`config.mk`:
```
export PLATFORM = sky130hd
export DESIGN_NAME = arith_logic_unit
export DESIGN_NICKNAME = d
export VERILOG_FILES = /design/src/alu_pkg.sv /design/src/arith_logic_unit.sv
export SDC_FILE = /design/constraint.sdc
export NUM_CORES = 1
export LEC_CHECK = 0
export ABC_AREA = 1
export BUFFER_PORTS_ARGS = -buffer_cell sky130_fd_sc_hd__buf_4
export CORE_UTILIZATION = 47
export CTS_BUF_LIST = sky130_fd_sc_hd__clkbuf_16
export DETAILED_ROUTE_END_ITERATION = 6
export PLACE_DENSITY = 0.67
export SETUP_SLACK_MARGIN = 0.02
export SLEW_MARGIN = 20
export SYNTH_ARGS = -nofsm -noshare
export SYNTH_HDL_FRONTEND = slang
export SYNTH_SLANG_ARGS = --single-unit
```
`constraint.sdc`:
```
create_clock -name sys_clk_i -period 7.7 [get_ports sys_clk_i]
set_clock_uncertainty 0.2 [all_clocks]
set_input_delay 0.77 -clock sys_clk_i [delete_from_list [all_inputs] [get_ports sys_clk_i]]
set_output_delay 0.77 -clock sys_clk_i [all_outputs]
set_load 0.005 [all_outputs]
```
`src/alu_pkg.sv`:
```
// Purpose: Shared types and constants for the arithmetic and logic datapath
// Assumes: One 200 MHz core clock, synchronous active-high reset
// Notes:   Cycle figures are the listed flash-fetch clock counts
package alu_pkg;
    localparam int unsigned CLK_PERIOD_NS  = 5;
    localparam int unsigned BYTE_W         = 8;
    localparam int unsigned WORD_W         = 16;
    localparam int unsigned HALF_BIT       = 3;
    localparam int unsigned HALF_BIT_WIDE  = 11;
    localparam logic [7:0]  ZERO_BYTE      = 8'h00;
    localparam logic [15:0] ZERO_WORD      = 16'h0000;
    // Cycle counts (flash fetch)
    localparam logic [3:0]  CLK_BYTE_BASE  = 4'h1;
    localparam logic [3:0]  CLK_WORD_BASE  = 4'h2;
    localparam logic [3:0]  CLK_SADDR_IMM  = 4'h2;
    localparam logic [3:0]  CLK_SEG_EXTRA  = 4'h1;
    localparam logic [3:0]  CLK_DATA_FLASH = 4'h3;
    // RAM fetch worst case: factor times listed count plus extra
    localparam logic [3:0]  RAM_FETCH_MUL  = 4'h4;
    localparam logic [5:0]  RAM_FETCH_ADD  = 6'h06;

    typedef enum logic [3:0] {
        OP_SUM            = 4'b0000,
        OP_SUM_WITH_CARRY = 4'b0001,
        OP_MINUS          = 4'b0010,
        OP_MINUS_BORROW   = 4'b0011,
        OP_AND            = 4'b0100,
        OP_OR             = 4'b0101,
        OP_XOR            = 4'b0110,
        OP_COMPARE        = 4'b0111,
        OP_ZERO_TEST      = 4'b1000,
        OP_INDEX_COMPARE  = 4'b1001,
        OP_WIDE_SUM       = 4'b1010,
        OP_WIDE_MINUS     = 4'b1011
    } alu_op_t;

    typedef enum logic [2:0] {
        FORM_IMM   = 3'b000,
        FORM_REG   = 3'b001,
        FORM_DIR   = 3'b010,
        FORM_SADDR = 3'b011,
        FORM_IND   = 3'b100,
        FORM_SIMM  = 3'b101
    } form_t;

    typedef struct packed {
        alu_op_t     op;
        form_t       form;
        logic        seg_prefix;
        logic        from_flash;
        logic        fetch_ram;
        logic [15:0] opa;
        logic [15:0] opb;
    } alu_req_t;

    typedef struct packed {
        logic [15:0] result;
        logic        write_back;
        logic        zero_flag;
        logic        half_carry_flag;
        logic        carry_flag;
        logic [7:0]  cycles;
    } alu_rsp_t;

    typedef enum logic [0:0] {
        ST_IDLE = 1'b0,
        ST_BUSY = 1'b1
    } alu_state_t;

    typedef struct packed {
        alu_state_t  st;
        alu_rsp_t    rsp;
        logic        zero_flag;
        logic        half_carry_flag;
        logic        carry_flag;
        logic [7:0]  remain;
        logic        done;
    } alu_regs_t;
endpackage : alu_pkg

```
`src/arith_logic_unit.sv`:
```
// Purpose: 8/16-bit arithmetic and logic datapath with flag and cycle cost
// Assumes: Sequencer supplies operands already fetched; holds req until taken
// Notes:   The flags live here; result is handed back for write to destination
`timescale 1ns/1ps
// Operation
// - Sum with carry adds both operands and carry; 8-bit result; all three flags updated.
// - Subtract source from destination, store difference, update flags; carry is the borrow.
// - Subtract with borrow also subtracts carry; store result; update all three flags.
// - AND stores the AND; only Z changes.
// - OR stores inclusive OR in every form; only Z changes.
// - XOR stores exclusive OR in every form; only Z changes.
// - Compare subtracts, discards difference, updates only zero, half carry and carry.
// - Zero test sets Z from value, clears AC and CY.
// - Index compare X against pointer byte; discard; all flags; prefixed form 2 clocks.
// - Wide sum adds word to wide accumulator, all flags, 2 clocks register form.
// - Wide minus subtracts word from wide accumulator, stores, all flags.
// - Operand read from code flash takes the longer cycle count.
// - RAM fetch costs at most four times listed clocks plus six.
// - Segment prefix adds one clock over the unprefixed form.
module arith_logic_unit (
    input  wire logic              sys_clk_i,
    input  wire logic              rst_i,
    input  wire logic              req_valid_i,
    input  alu_pkg::alu_req_t      req_i,
    output logic                   req_ready_o,
    output logic                   done_o,
    output alu_pkg::alu_rsp_t      rsp_o,
    output logic                   zero_flag_o,
    output logic                   half_carry_flag_o,
    output logic                   carry_flag_o
);
    import alu_pkg::*;

    alu_regs_t s_q;
    alu_regs_t s_d;

    function automatic logic is_wide(input alu_op_t op);
        is_wide = (op == OP_WIDE_SUM) || (op == OP_WIDE_MINUS);
    endfunction : is_wide

    function automatic logic [7:0] cost(input alu_req_t r);
        logic [7:0] c;
        c = {4'h0, is_wide(r.op) ? CLK_WORD_BASE : CLK_BYTE_BASE};
        if (r.form == FORM_SIMM && !(r.op == OP_COMPARE))
            c = {4'h0, CLK_SADDR_IMM};
        if (r.seg_prefix)
            c = c + {4'h0, CLK_SEG_EXTRA};
        if (r.from_flash)
            c = c + {4'h0, CLK_DATA_FLASH};
        if (r.fetch_ram)
            c = 8'(c * {4'h0, RAM_FETCH_MUL}) + {2'h0, RAM_FETCH_ADD};
        cost = c;
    endfunction : cost

    logic [8:0]  s8;
    logic [4:0]  h8;
    logic [16:0] s16;
    logic        cin;
    logic        sub;

    always_comb begin
        s_d = s_q;
        s_d.done = 1'b0;
        cin = 1'b0;
        sub = 1'b0;
        s8 = '0;
        h8 = '0;
        s16 = '0;
        unique case (s_q.st)
            ST_IDLE: begin
                if (req_valid_i) begin
                    unique case (req_i.op)
                        OP_SUM_WITH_CARRY: cin = s_q.carry_flag;
                        OP_MINUS_BORROW:   cin = s_q.carry_flag;
                        default:           cin = 1'b0;
                    endcase
                    sub = req_i.op inside {OP_MINUS, OP_MINUS_BORROW, OP_COMPARE,
                                           OP_INDEX_COMPARE, OP_WIDE_MINUS};
                    if (sub) begin
                        s8  = {1'b0, req_i.opa[7:0]} - {1'b0, req_i.opb[7:0]} - {8'h00, cin};
                        h8  = {1'b0, req_i.opa[3:0]} - {1'b0, req_i.opb[3:0]} - {4'h0, cin};
                        s16 = {1'b0, req_i.opa} - {1'b0, req_i.opb};
                    end else begin
                        s8  = {1'b0, req_i.opa[7:0]} + {1'b0, req_i.opb[7:0]} + {8'h00, cin};
                        h8  = {1'b0, req_i.opa[3:0]} + {1'b0, req_i.opb[3:0]} + {4'h0, cin};
                        s16 = {1'b0, req_i.opa} + {1'b0, req_i.opb};
                    end
                    s_d.rsp.write_back = 1'b1;
                    s_d.rsp.result = {8'h00, s8[7:0]};
                    unique case (req_i.op)
                        OP_SUM, OP_SUM_WITH_CARRY, OP_MINUS, OP_MINUS_BORROW: begin
                            s_d.zero_flag = (s8[7:0] == ZERO_BYTE);
                            s_d.half_carry_flag = h8[4];
                            s_d.carry_flag = s8[8];
                        end
                        OP_AND: begin
                            s_d.rsp.result = {8'h00, req_i.opa[7:0] & req_i.opb[7:0]};
                            s_d.zero_flag = ((req_i.opa[7:0] & req_i.opb[7:0]) == ZERO_BYTE);
                        end
                        OP_OR: begin
                            s_d.rsp.result = {8'h00, req_i.opa[7:0] | req_i.opb[7:0]};
                            s_d.zero_flag = ((req_i.opa[7:0] | req_i.opb[7:0]) == ZERO_BYTE);
                        end
                        OP_XOR: begin
                            s_d.rsp.result = {8'h00, req_i.opa[7:0] ^ req_i.opb[7:0]};
                            s_d.zero_flag = ((req_i.opa[7:0] ^ req_i.opb[7:0]) == ZERO_BYTE);
                        end
                        OP_COMPARE, OP_INDEX_COMPARE: begin
                            s_d.rsp.write_back = 1'b0;
                            s_d.zero_flag = (s8[7:0] == ZERO_BYTE);
                            s_d.half_carry_flag = h8[4];
                            s_d.carry_flag = s8[8];
                        end
                        OP_ZERO_TEST: begin
                            s_d.rsp.write_back = 1'b0;
                            s_d.zero_flag = (req_i.opa[7:0] == ZERO_BYTE);
                            s_d.half_carry_flag = 1'b0;
                            s_d.carry_flag = 1'b0;
                        end
                        OP_WIDE_SUM, OP_WIDE_MINUS: begin
                            s_d.rsp.result = s16[15:0];
                            s_d.zero_flag = (s16[15:0] == ZERO_WORD);
                            // Half carry comes from bit 3 at every width; wide ops have no carry-in
                            s_d.half_carry_flag = h8[4];
                            s_d.carry_flag = s16[16];
                        end
                        default: s_d.rsp.write_back = 1'b0;
                    endcase
                    s_d.rsp.cycles = cost(req_i);
                    s_d.remain = cost(req_i) - 8'h01;
                    if (s_d.remain == 8'h00) begin
                        s_d.done = 1'b1;
                    end else begin
                        s_d.st = ST_BUSY;
                    end
                end
            end
            ST_BUSY: begin
                s_d.remain = s_q.remain - 8'h01;
                if (s_q.remain == 8'h01) begin
                    s_d.done = 1'b1;
                    s_d.st = ST_IDLE;
                end
            end
        endcase
        s_d.rsp.zero_flag = s_d.zero_flag;
        s_d.rsp.half_carry_flag = s_d.half_carry_flag;
        s_d.rsp.carry_flag = s_d.carry_flag;
    end

    always_ff @(posedge sys_clk_i) begin
        if (rst_i) begin
            s_q <= '0;
        end else begin
            s_q <= s_d;
        end
    end

    assign req_ready_o       = (s_q.st == ST_IDLE) && !s_q.done;
    assign done_o            = s_q.done;
    assign rsp_o             = s_q.rsp;
    assign zero_flag_o       = s_q.zero_flag;
    assign half_carry_flag_o = s_q.half_carry_flag;
    assign carry_flag_o      = s_q.carry_flag;

    logic take;
    assign take = req_valid_i && (s_q.st == ST_IDLE);

    property p_adc;
        @(posedge sys_clk_i) disable iff (rst_i)
        take && req_i.op == OP_SUM_WITH_CARRY |=> s_q.rsp.result[7:0] ==
            8'($past(req_i.opa[7:0]) + $past(req_i.opb[7:0]) + {7'h00, $past(s_q.carry_flag)});
    endproperty
    a_adc: assert property (p_adc) else $error("sum with carry wrong");

    property p_sub;
        @(posedge sys_clk_i) disable iff (rst_i)
        take && req_i.op == OP_MINUS |=> carry_flag_o == ($past(req_i.opa[7:0]) < $past(req_i.opb[7:0]));
    endproperty
    a_sub: assert property (p_sub) else $error("borrow wrong");

    property p_sbb;
        @(posedge sys_clk_i) disable iff (rst_i)
        take && req_i.op == OP_MINUS_BORROW |=> s_q.rsp.result[7:0] ==
            8'($past(req_i.opa[7:0]) - $past(req_i.opb[7:0]) - {7'h00, $past(s_q.carry_flag)});
    endproperty
    a_sbb: assert property (p_sbb) else $error("minus with borrow wrong");

    property p_logic_keep;
        @(posedge sys_clk_i) disable iff (rst_i)
        take && req_i.op inside {OP_AND, OP_OR, OP_XOR} |=> $stable(carry_flag_o) && $stable(half_carry_flag_o);
    endproperty
    a_logic_keep: assert property (p_logic_keep) else $error("logic op touched carry");

    property p_cmp;
        @(posedge sys_clk_i) disable iff (rst_i)
        take && req_i.op inside {OP_COMPARE, OP_INDEX_COMPARE} |=> !rsp_o.write_back;
    endproperty
    a_cmp: assert property (p_cmp) else $error("compare wrote back");

    property p_zero;
        @(posedge sys_clk_i) disable iff (rst_i)
        take && req_i.op == OP_ZERO_TEST |=> !carry_flag_o && !half_carry_flag_o
            && zero_flag_o == ($past(req_i.opa[7:0]) == ZERO_BYTE);
    endproperty
    a_zero: assert property (p_zero) else $error("zero test flags wrong");

    property p_wide_reg;
        @(posedge sys_clk_i) disable iff (rst_i)
        take && req_i.op == OP_WIDE_SUM && req_i.form == FORM_REG && !req_i.seg_prefix
            && !req_i.from_flash && !req_i.fetch_ram |=> !done_o ##1 done_o;
    endproperty
    a_wide_reg: assert property (p_wide_reg) else $error("wide sum not 2 clocks");

    property p_seg;
        @(posedge sys_clk_i) disable iff (rst_i)
        take && !is_wide(req_i.op) && req_i.form != FORM_SIMM && req_i.seg_prefix
            && !req_i.from_flash && !req_i.fetch_ram |=> rsp_o.cycles == 8'h02;
    endproperty
    a_seg: assert property (p_seg) else $error("segment prefix cost wrong");

    property p_flash;
        @(posedge sys_clk_i) disable iff (rst_i)
        take && !is_wide(req_i.op) && req_i.form == FORM_DIR && !req_i.seg_prefix
            && req_i.from_flash && !req_i.fetch_ram |=> rsp_o.cycles == 8'h04;
    endproperty
    a_flash: assert property (p_flash) else $error("flash operand cost wrong");
endmodule : arith_logic_unit

```
==> results.py, run 1 <==
metrics = {
    "clocking": {
        "cts_tree": "built",
        "h-tree-depth": 2,
        "insertion_delay_ps": 280,
        "ctsResizeCount": 0,
        "post_cts_buffers": 0,
        "cts_buffers": 5,
        "cts-root-buf": "clkbuf_16",
        "clockBufferDepth": 2,
        "clk_pin_slew_ps": 60,
        "clkSinkCount": 37,
        "cts_hold_buffers": 0,
    },
    "critical_path": {
        "worstSetupEndpointType": "register",
        "critical_path.slowest_cell": "nand2_2",
        "path_common_cell": "nand3_1",
        "cp.arrival_ps": 3990,
        "rrSetupSlack_ps": 4340,
        "crit_family": "simple AND/OR/NAND/NOR gates",
        "path_max_fanout": 24,
        "worstPathBufferInverterCount": 5,
        "critical_path_class": "in2reg",
        "crit_path_start_kind": "input pin",
        "cp_slowest_stage_delay_ps": 350,
        "crit_required_ps": 7690,
        "crit_path_cell_trace": "buf_4, inv_2, nor2_4, inv_1, o21a_1, nand2_2, inv_1, nand2_1, xor2_1, ha_1, a21o_1, a31oi_1, nand3_1, a21o_1, nand3_1, nand2_1, or2_2, nand3_1, nand3_1, nand2_1, inv_1",
    },
    "synthesis": {
        "synth_top_area_cell": "dfxtp_1",
        "yosysWarningCount": 0,
        "async_flop_share_pct": 0,
        "synth_top_area_share_pct": 15.3,
        "ys_ff_latch": 37,
        "syn_nets": 868,
        "syn_area_per_cell_um2": 6.35,
        "synthFlopType": "dfxtp_1",
        "ys_top_cells_by_count": "nand2_1, inv_1, nor2_1",
        "syn_area_mm2": 0.00485,
        "synth.distinct_cells": 46,
        "synth_seq_area_share_pct": 15.3,
        "netlist_top_cells_area": "dfxtp_1, ha_1, nand2_1, inv_1, a21oi_1",
        "synth_edf_count": 0,
        "synthCells": 764,
        "synth.most_common_cell": "nand2_1",
    },
    "routing": {
        "vias_per_cell": 5.37,
        "ant_nets": 0,
        "drtIter0Drc": 284,
        "remaining_drc_errors": 0,
        "vias": 5060,
        "wire_per_inst_um": 14.2,
        "first_pass_iters": 5,
        "wirelength_mm": 13.4,
    },
    "finish": {
        "nets": 912,
        "seq_area_um2": 741,
        "area_growth_pct": 14.0,
        "fill_cells": 1004,
        "final_area_mm2": 0.00553,
        "n_antenna_cell": 0,
        "multiInputGateArea_mm2": 0.00337,
        "drive_above_1_share_pct": 14.3,
        "final_cells": 942,
    },
    "power": {
        "power_uw": 895,
        "leakage_nw": 2.88,
        "vdd_drop_max_uv": 131,
        "power.density_mw_per_mm2": 162,
    },
    "placed_design": {
        "hpwl_mm": 11.1,
        "place_inst": 934,
        "placed_area_mm2": 0.00533,
        "place_congestion": 0.927,
        "numPortBuffers": 76,
    },
    "sta": {
        "setup_viol": 0,
        "max_freq_mhz": 250,
        "holdWs_ps": 269,
        "finalSetupTns_ps": 0,
        "final_hold_viol_count": 0,
        "final.period_utilization_pct": 52.0,
        "fin_crit_ps": 4000,
        "max_slew.worst_pin.slew_ps": 508,
        "slew_violations": 0,
        "rsz0062_at_grt": "no",
        "relSlewSlack_pct": 66.0,
    },
    "global_route": {
        "grt_usage_pct": 25.4,
        "grt_pass1_vias": 4889,
        "grt_max_degree": 41,
        "gr-total-overflow": 0,
        "antenna_found_initial": 0,
        "grt_first_pass_wirelength_mm": 22.5,
    },
    "outcome": {
        "status": "completed",
    },
    "die": {
        "initial_core_util_pct": 48.9,
        "die_x_um": 104,
        "ios": 78,
        "die_h_um": 104,
        "coreArea_mm2": 0.00991,
        "fp-row-count": 36,
        "dieArea_mm2": 0.0107,
    },
    "job": {
        "maxCapViolCount": 0,
    },
    "worst_hold_path": {
        "worstHoldPathType": "reg2reg",
    },
}
==> sequential cells by signal (all words and copies together) (netlist names) <==
name / cells
rsp_o: 24
carry_flag_o: 1
s_q: 9
zero_flag_o: 1
half_carry_flag_o: 1
done_o: 1
==> power breakdown <==
part           leakage (nW)  total [mW]  switching, mW  internal (mW)
logic                  2.48       0.409          0.253          0.156
clock network        0.0944       0.265         0.0785          0.186
registers             0.304       0.221         0.0127          0.208
total                  2.88       0.895          0.344          0.551
==> layout make-up <==
type | count | area share, %
Clock inverter | 3 | 1.24
Inverter | 128 | 8.69
Tap cell | 133 | 3.01
Sequential cell | 37 | 13.4
Timing Repair Buffer | 77 | 10.5
Clock buffer | 5 | 2.26
Multi-Input combinational cell | 559 | 60.9
==> through the flow <==
stage          util, %  worst slack [ps]
2_1_floorplan        -              3960
4_1_cts           55.8              3720
6_report          55.8              3700
3_5_place_dp      53.8              3430
3_3_place_gp      53.8              3530
5_1_grt           55.8              3400
==> routing by layer <==
| layer | part of all wire, % | vias up | wire [µm] | global-route usage, % |
|---|---|---|---|---|
| met4 | 2.3 | 0 | 314 | 8.07 |
| met3 | 4.7 | 29 | 637 | 2.14 |
| met2 | 48 | 163 | 6470 | 45.3 |
| met1 | 45 | 2309 | 5990 | 32.1 |
| met5 | 0 | - | 0 | 0 |
| li1 | - | 2559 | - | - |
==> cells by family (layout without fill, tap and decap cells) <==
| group | after synthesis | in the layout | synth area share [%] |
|---|---|---|---|
| and+or+nand+nor | 323 | 323 | 30.5 |
| buffers and inverters | 168 | 213 | 15.3 |
| AOI/OAI and AO/OA | 148 | 148 | 17.8 |
| adders and majority gates | 59 | 59 | 16.0 |
| DFF | 37 | 37 | 15.3 |
| xor gates and xnor gates | 28 | 28 | 5.06 |
| other | 1 | 1 | 0.0773 |
==> path summary, 6_finish.rpt <==
check                             startpoint           end  cells after the start
worst min-delay path               rsp_o[23]     rsp_o[23]                      2
worst max register to register  carry_flag_o   zero_flag_o                     19
worst max-delay path               req_i[41]  carry_flag_o                     21
worst min register to register     rsp_o[23]     rsp_o[23]                      2
==> cell usage in the layout, fill, tap and decap left out, types with 6 or more instances in the layout <==
cell and n:
nor3_1 12, nor2_1 60, nand2_1 158, a21oi_1 60, nand3b_1 7, nand2_4 8, o21ai_0 39, nor4_1 6
nand3_1 43, xor2_1 23, dfxtp_1 37, nand4_1 10, ha_1 54, inv_1 123, buf_4 77, a31oi_1 11
o211ai_1 8
==> worst min-delay path: cells and delay by family (launching register included) <==
| kind | cells | cell delay (ps) |
|---|---|---|
| AND/OR/NAND/NOR | 1 | 60 |
| AO/OA/AOI/OAI | 1 | 60 |
| flip-flops | 1 | 310 |
No activity file was read; power rests on OpenSTA's default activity.
==> inputs of run 2 (changes only) <==
--- a/config.mk
+++ b/config.mk
@@ -10,7 +10,7 @@
 export CORE_UTILIZATION = 47
 export CTS_BUF_LIST = sky130_fd_sc_hd__clkbuf_16
 export DETAILED_ROUTE_END_ITERATION = 6
-export PLACE_DENSITY = 0.67
+export PLACE_DENSITY = 0.7
 export SETUP_SLACK_MARGIN = 0.02
 export SLEW_MARGIN = 20
 export SYNTH_ARGS = -nofsm -noshare
==> constraint.sdc (replaced) <==
create_clock -name sys_clk_i -period 3.27 [get_ports sys_clk_i]
set_clock_uncertainty 0.2 [all_clocks]
set_input_delay 0.327 -clock sys_clk_i [delete_from_list [all_inputs] [get_ports sys_clk_i]]
set_output_delay 0.327 -clock sys_clk_i [all_outputs]
set_load 0.005 [all_outputs]
==> run 2 against run 1 <==
Wire length grew 3.7%. Final cell count grew 8.6%. Sequential share of layout area shrank 1.5 points. Largest cell class unchanged. Critical path depth shrank 2. Hold slack lost 68 ps. Power grew 140%. Clock-buffer cell count is the same. Flip-flop and latch count is the same. Utilization grew 6.9 points. Combinational power grew to 3.0 times the previous value.
==> results.py, run 2 (synthesized netlist as in run 1, its figures left out) <==
metrics = {
    "outcome": {
        "status": "completed",
    },
    "global_route": {
        "grt_usage_pct": 25.9,
        "grt_pass1_vias": 5132,
        "gr-total-overflow": 0,
        "busiest_layer": "met2",
        "grtUsageMet1_pct": 32.3,
        "gr-usage-met2_pct": 47.1,
        "antenna_found_initial": 0,
        "grt_first_pass_wirelength_mm": 23.2,
        "grt_use_met3_pct": 1.89,
        "grt_max_degree": 40,
    },
    "sta": {
        "rsz0062_at_grt": "yes",
        "max_freq_mhz": 322,
        "holdWs_ps": 201,
        "final.period_utilization_pct": 94.9,
        "finalSetupTns_ps": 0,
        "fin_crit_ps": 3100,
        "slew_violations": 0,
        "final_hold_viol_count": 0,
        "setup_viol": 0,
        "relSlewSlack_pct": 66.7,
        "finalWorstSetupSlack_ps": 166,
        "max_slew.worst_pin.slew_ps": 498,
    },
    "placed_design": {
        "place_ws_ps": -265,
        "place_inst": 1012,
        "hpwl_mm": 11.5,
        "placed_area_mm2": 0.00592,
        "place_congestion": 0.942,
        "numPortBuffers": 76,
    },
    "critical_path": {
        "crit_path_cell_trace": "inv_1, nor3_4, inv_1, fa_1, inv_1, ha_1, o21ai_0, a21oi_1, or2_2, a21oi_1, o21ai_0, nand2_1, nor2_1, nand3b_1, nand2_1, inv_1, nand3_1, nand2_1, inv_1",
        "crit_path_start_kind": "register",
        "critical_path.slowest_cell": "fa_1",
        "path_common_cell": "inv_1",
        "worstSetupEndpointType": "register",
        "path_max_fanout": 3,
        "crit_start": "carry_flag_o",
        "worstPathBufferInverterCount": 5,
        "cp.arrival_ps": 3080,
        "crit_family": "simple AND/OR/NAND/NOR gates",
        "critical_path_class": "reg2reg",
        "cp_slowest_stage_delay_ps": 560,
        "timing.rr.start": "carry_flag_o",
        "crit_required_ps": 3250,
    },
    "clocking": {
        "cts_tree": "built",
        "insertion_delay_ps": 280,
        "clockBufferDepth": 2,
        "cts_buffers": 5,
        "cts-root-buf": "clkbuf_16",
        "clk_pin_slew_ps": 50,
        "cts_hold_buffers": 0,
        "h-tree-depth": 2,
        "clkSinkCount": 37,
    },
    "job": {
        "maxCapViolCount": 0,
    },
    "power": {
        "clkPwrFrac_pct": 20.5,
        "netSwitchingFraction_pct": 39.4,
        "power.density_mw_per_mm2": 352,
        "leakage_nw": 3.28,
        "seqPwrFrac_pct": 23.8,
        "comb_power_share_pct": 55.7,
        "p_int_mw": 1.33,
        "vdd_drop_max_uv": 203,
        "power_mw": 2.19,
        "switching_power_uw": 862,
    },
    "routing": {
        "vias_per_cell": 5.25,
        "first_pass_iters": 5,
        "drtIter0Drc": 247,
        "vias": 5373,
        "wirelength_mm": 13.9,
        "wire_per_inst_um": 13.6,
        "ant_nets": 0,
        "remaining_drc_errors": 0,
    },
    "die": {
        "initial_core_util_pct": 48.9,
        "coreArea_mm2": 0.00991,
        "die_h_um": 104,
        "die_x_um": 104,
        "dieArea_mm2": 0.0107,
        "ios": 78,
        "fp-row-count": 36,
    },
    "finish": {
        "final_area_mm2": 0.00621,
        "drive_above_1_share_pct": 24.7,
        "final_core_util_pct": 62.7,
        "layout_common_cells": "buf_4, nand2_1, inv_1, nor2_1, a21oi_1",
        "final_cells": 1023,
        "n_antenna_cell": 0,
        "largest_register_ffs": 24,
        "nets": 993,
        "area_growth_pct": 28.1,
        "layout_commonest_cell": "buf_4",
    },
    "worst_hold_path": {
        "worstHoldPathType": "in2reg",
        "hp-start": "rst_i",
    },
}
## run 2: cell count changes in the layout (fill, tap and decap cells not counted), moves of 3 or more
| cell | previous run | this run |
|---|---|---|
| a21oi_2 | 1 | 6 |
| o21ai_0 | 39 | 35 |
| buf_4 | 77 | 157 |
| a21oi_1 | 60 | 55 |
| nor3_2 | 0 | 3 |
| o21ai_1 | 0 | 3 |
| nor3_1 | 12 | 8 |
## run 2: path summary, 6_finish.rpt
check,to,slack [ps],cells after the start
setup / recovery,zero_flag_o,170,19
hold / removal,s_q[40],200,2
setup reg to reg,zero_flag_o,170,19
hold reg to reg,rsp_o[27],260,2
## run 2: layout make-up
type	count	area [µm²]
Sequential cell	37	742
Fill cell	955	3690
Clock inverter	3	13.8
Multi-Input combinational cell	559	3490
Tap cell	133	166
Timing Repair Buffer	158	1190
Clock buffer	5	125
Inverter	128	485
## run 2: layer usage
layer / up-vias / wire length, µm / share of wire (%)
met5: - / 0 / 0
met4: 0 / 295 / 2.1
met3: 27 / 612 / 4.4
met2: 155 / 6830 / 49
met1: 2469 / 6170 / 44
li1: 2722 / - / -
## run 2: power by group through the flow
stage	Combinational (mW)	Clock [mW]	Sequential (mW)
2_1_floorplan	0.702	0	0.517
3_3_place_gp	1.13	0	0.528
3_5_place_dp	1.16	0	0.530
4_1_cts	1.16	0.455	0.521
5_1_grt	1.35	0.480	0.525
6_report	1.22	0.448	0.522
## run 2: worst register-to-register path, delay by kind of cell, from the launching register on
| family | cells | cell delay (ps) |
|---|---|---|
| and+or+nand+nor | 8 | 960 |
| buffers and inverters | 5 | 300 |
| DFF | 1 | 360 |
| AOI/OAI and AO/OA | 4 | 450 |
| adders and majority gates | 2 | 730 |
## run 2: what timing repair did
action / CTS / global route
setup endpoints to repair: 2 / 16
gates resized for setup: 2 / 33
pin swaps: 0 / 19
setup buffers: 0 / 3
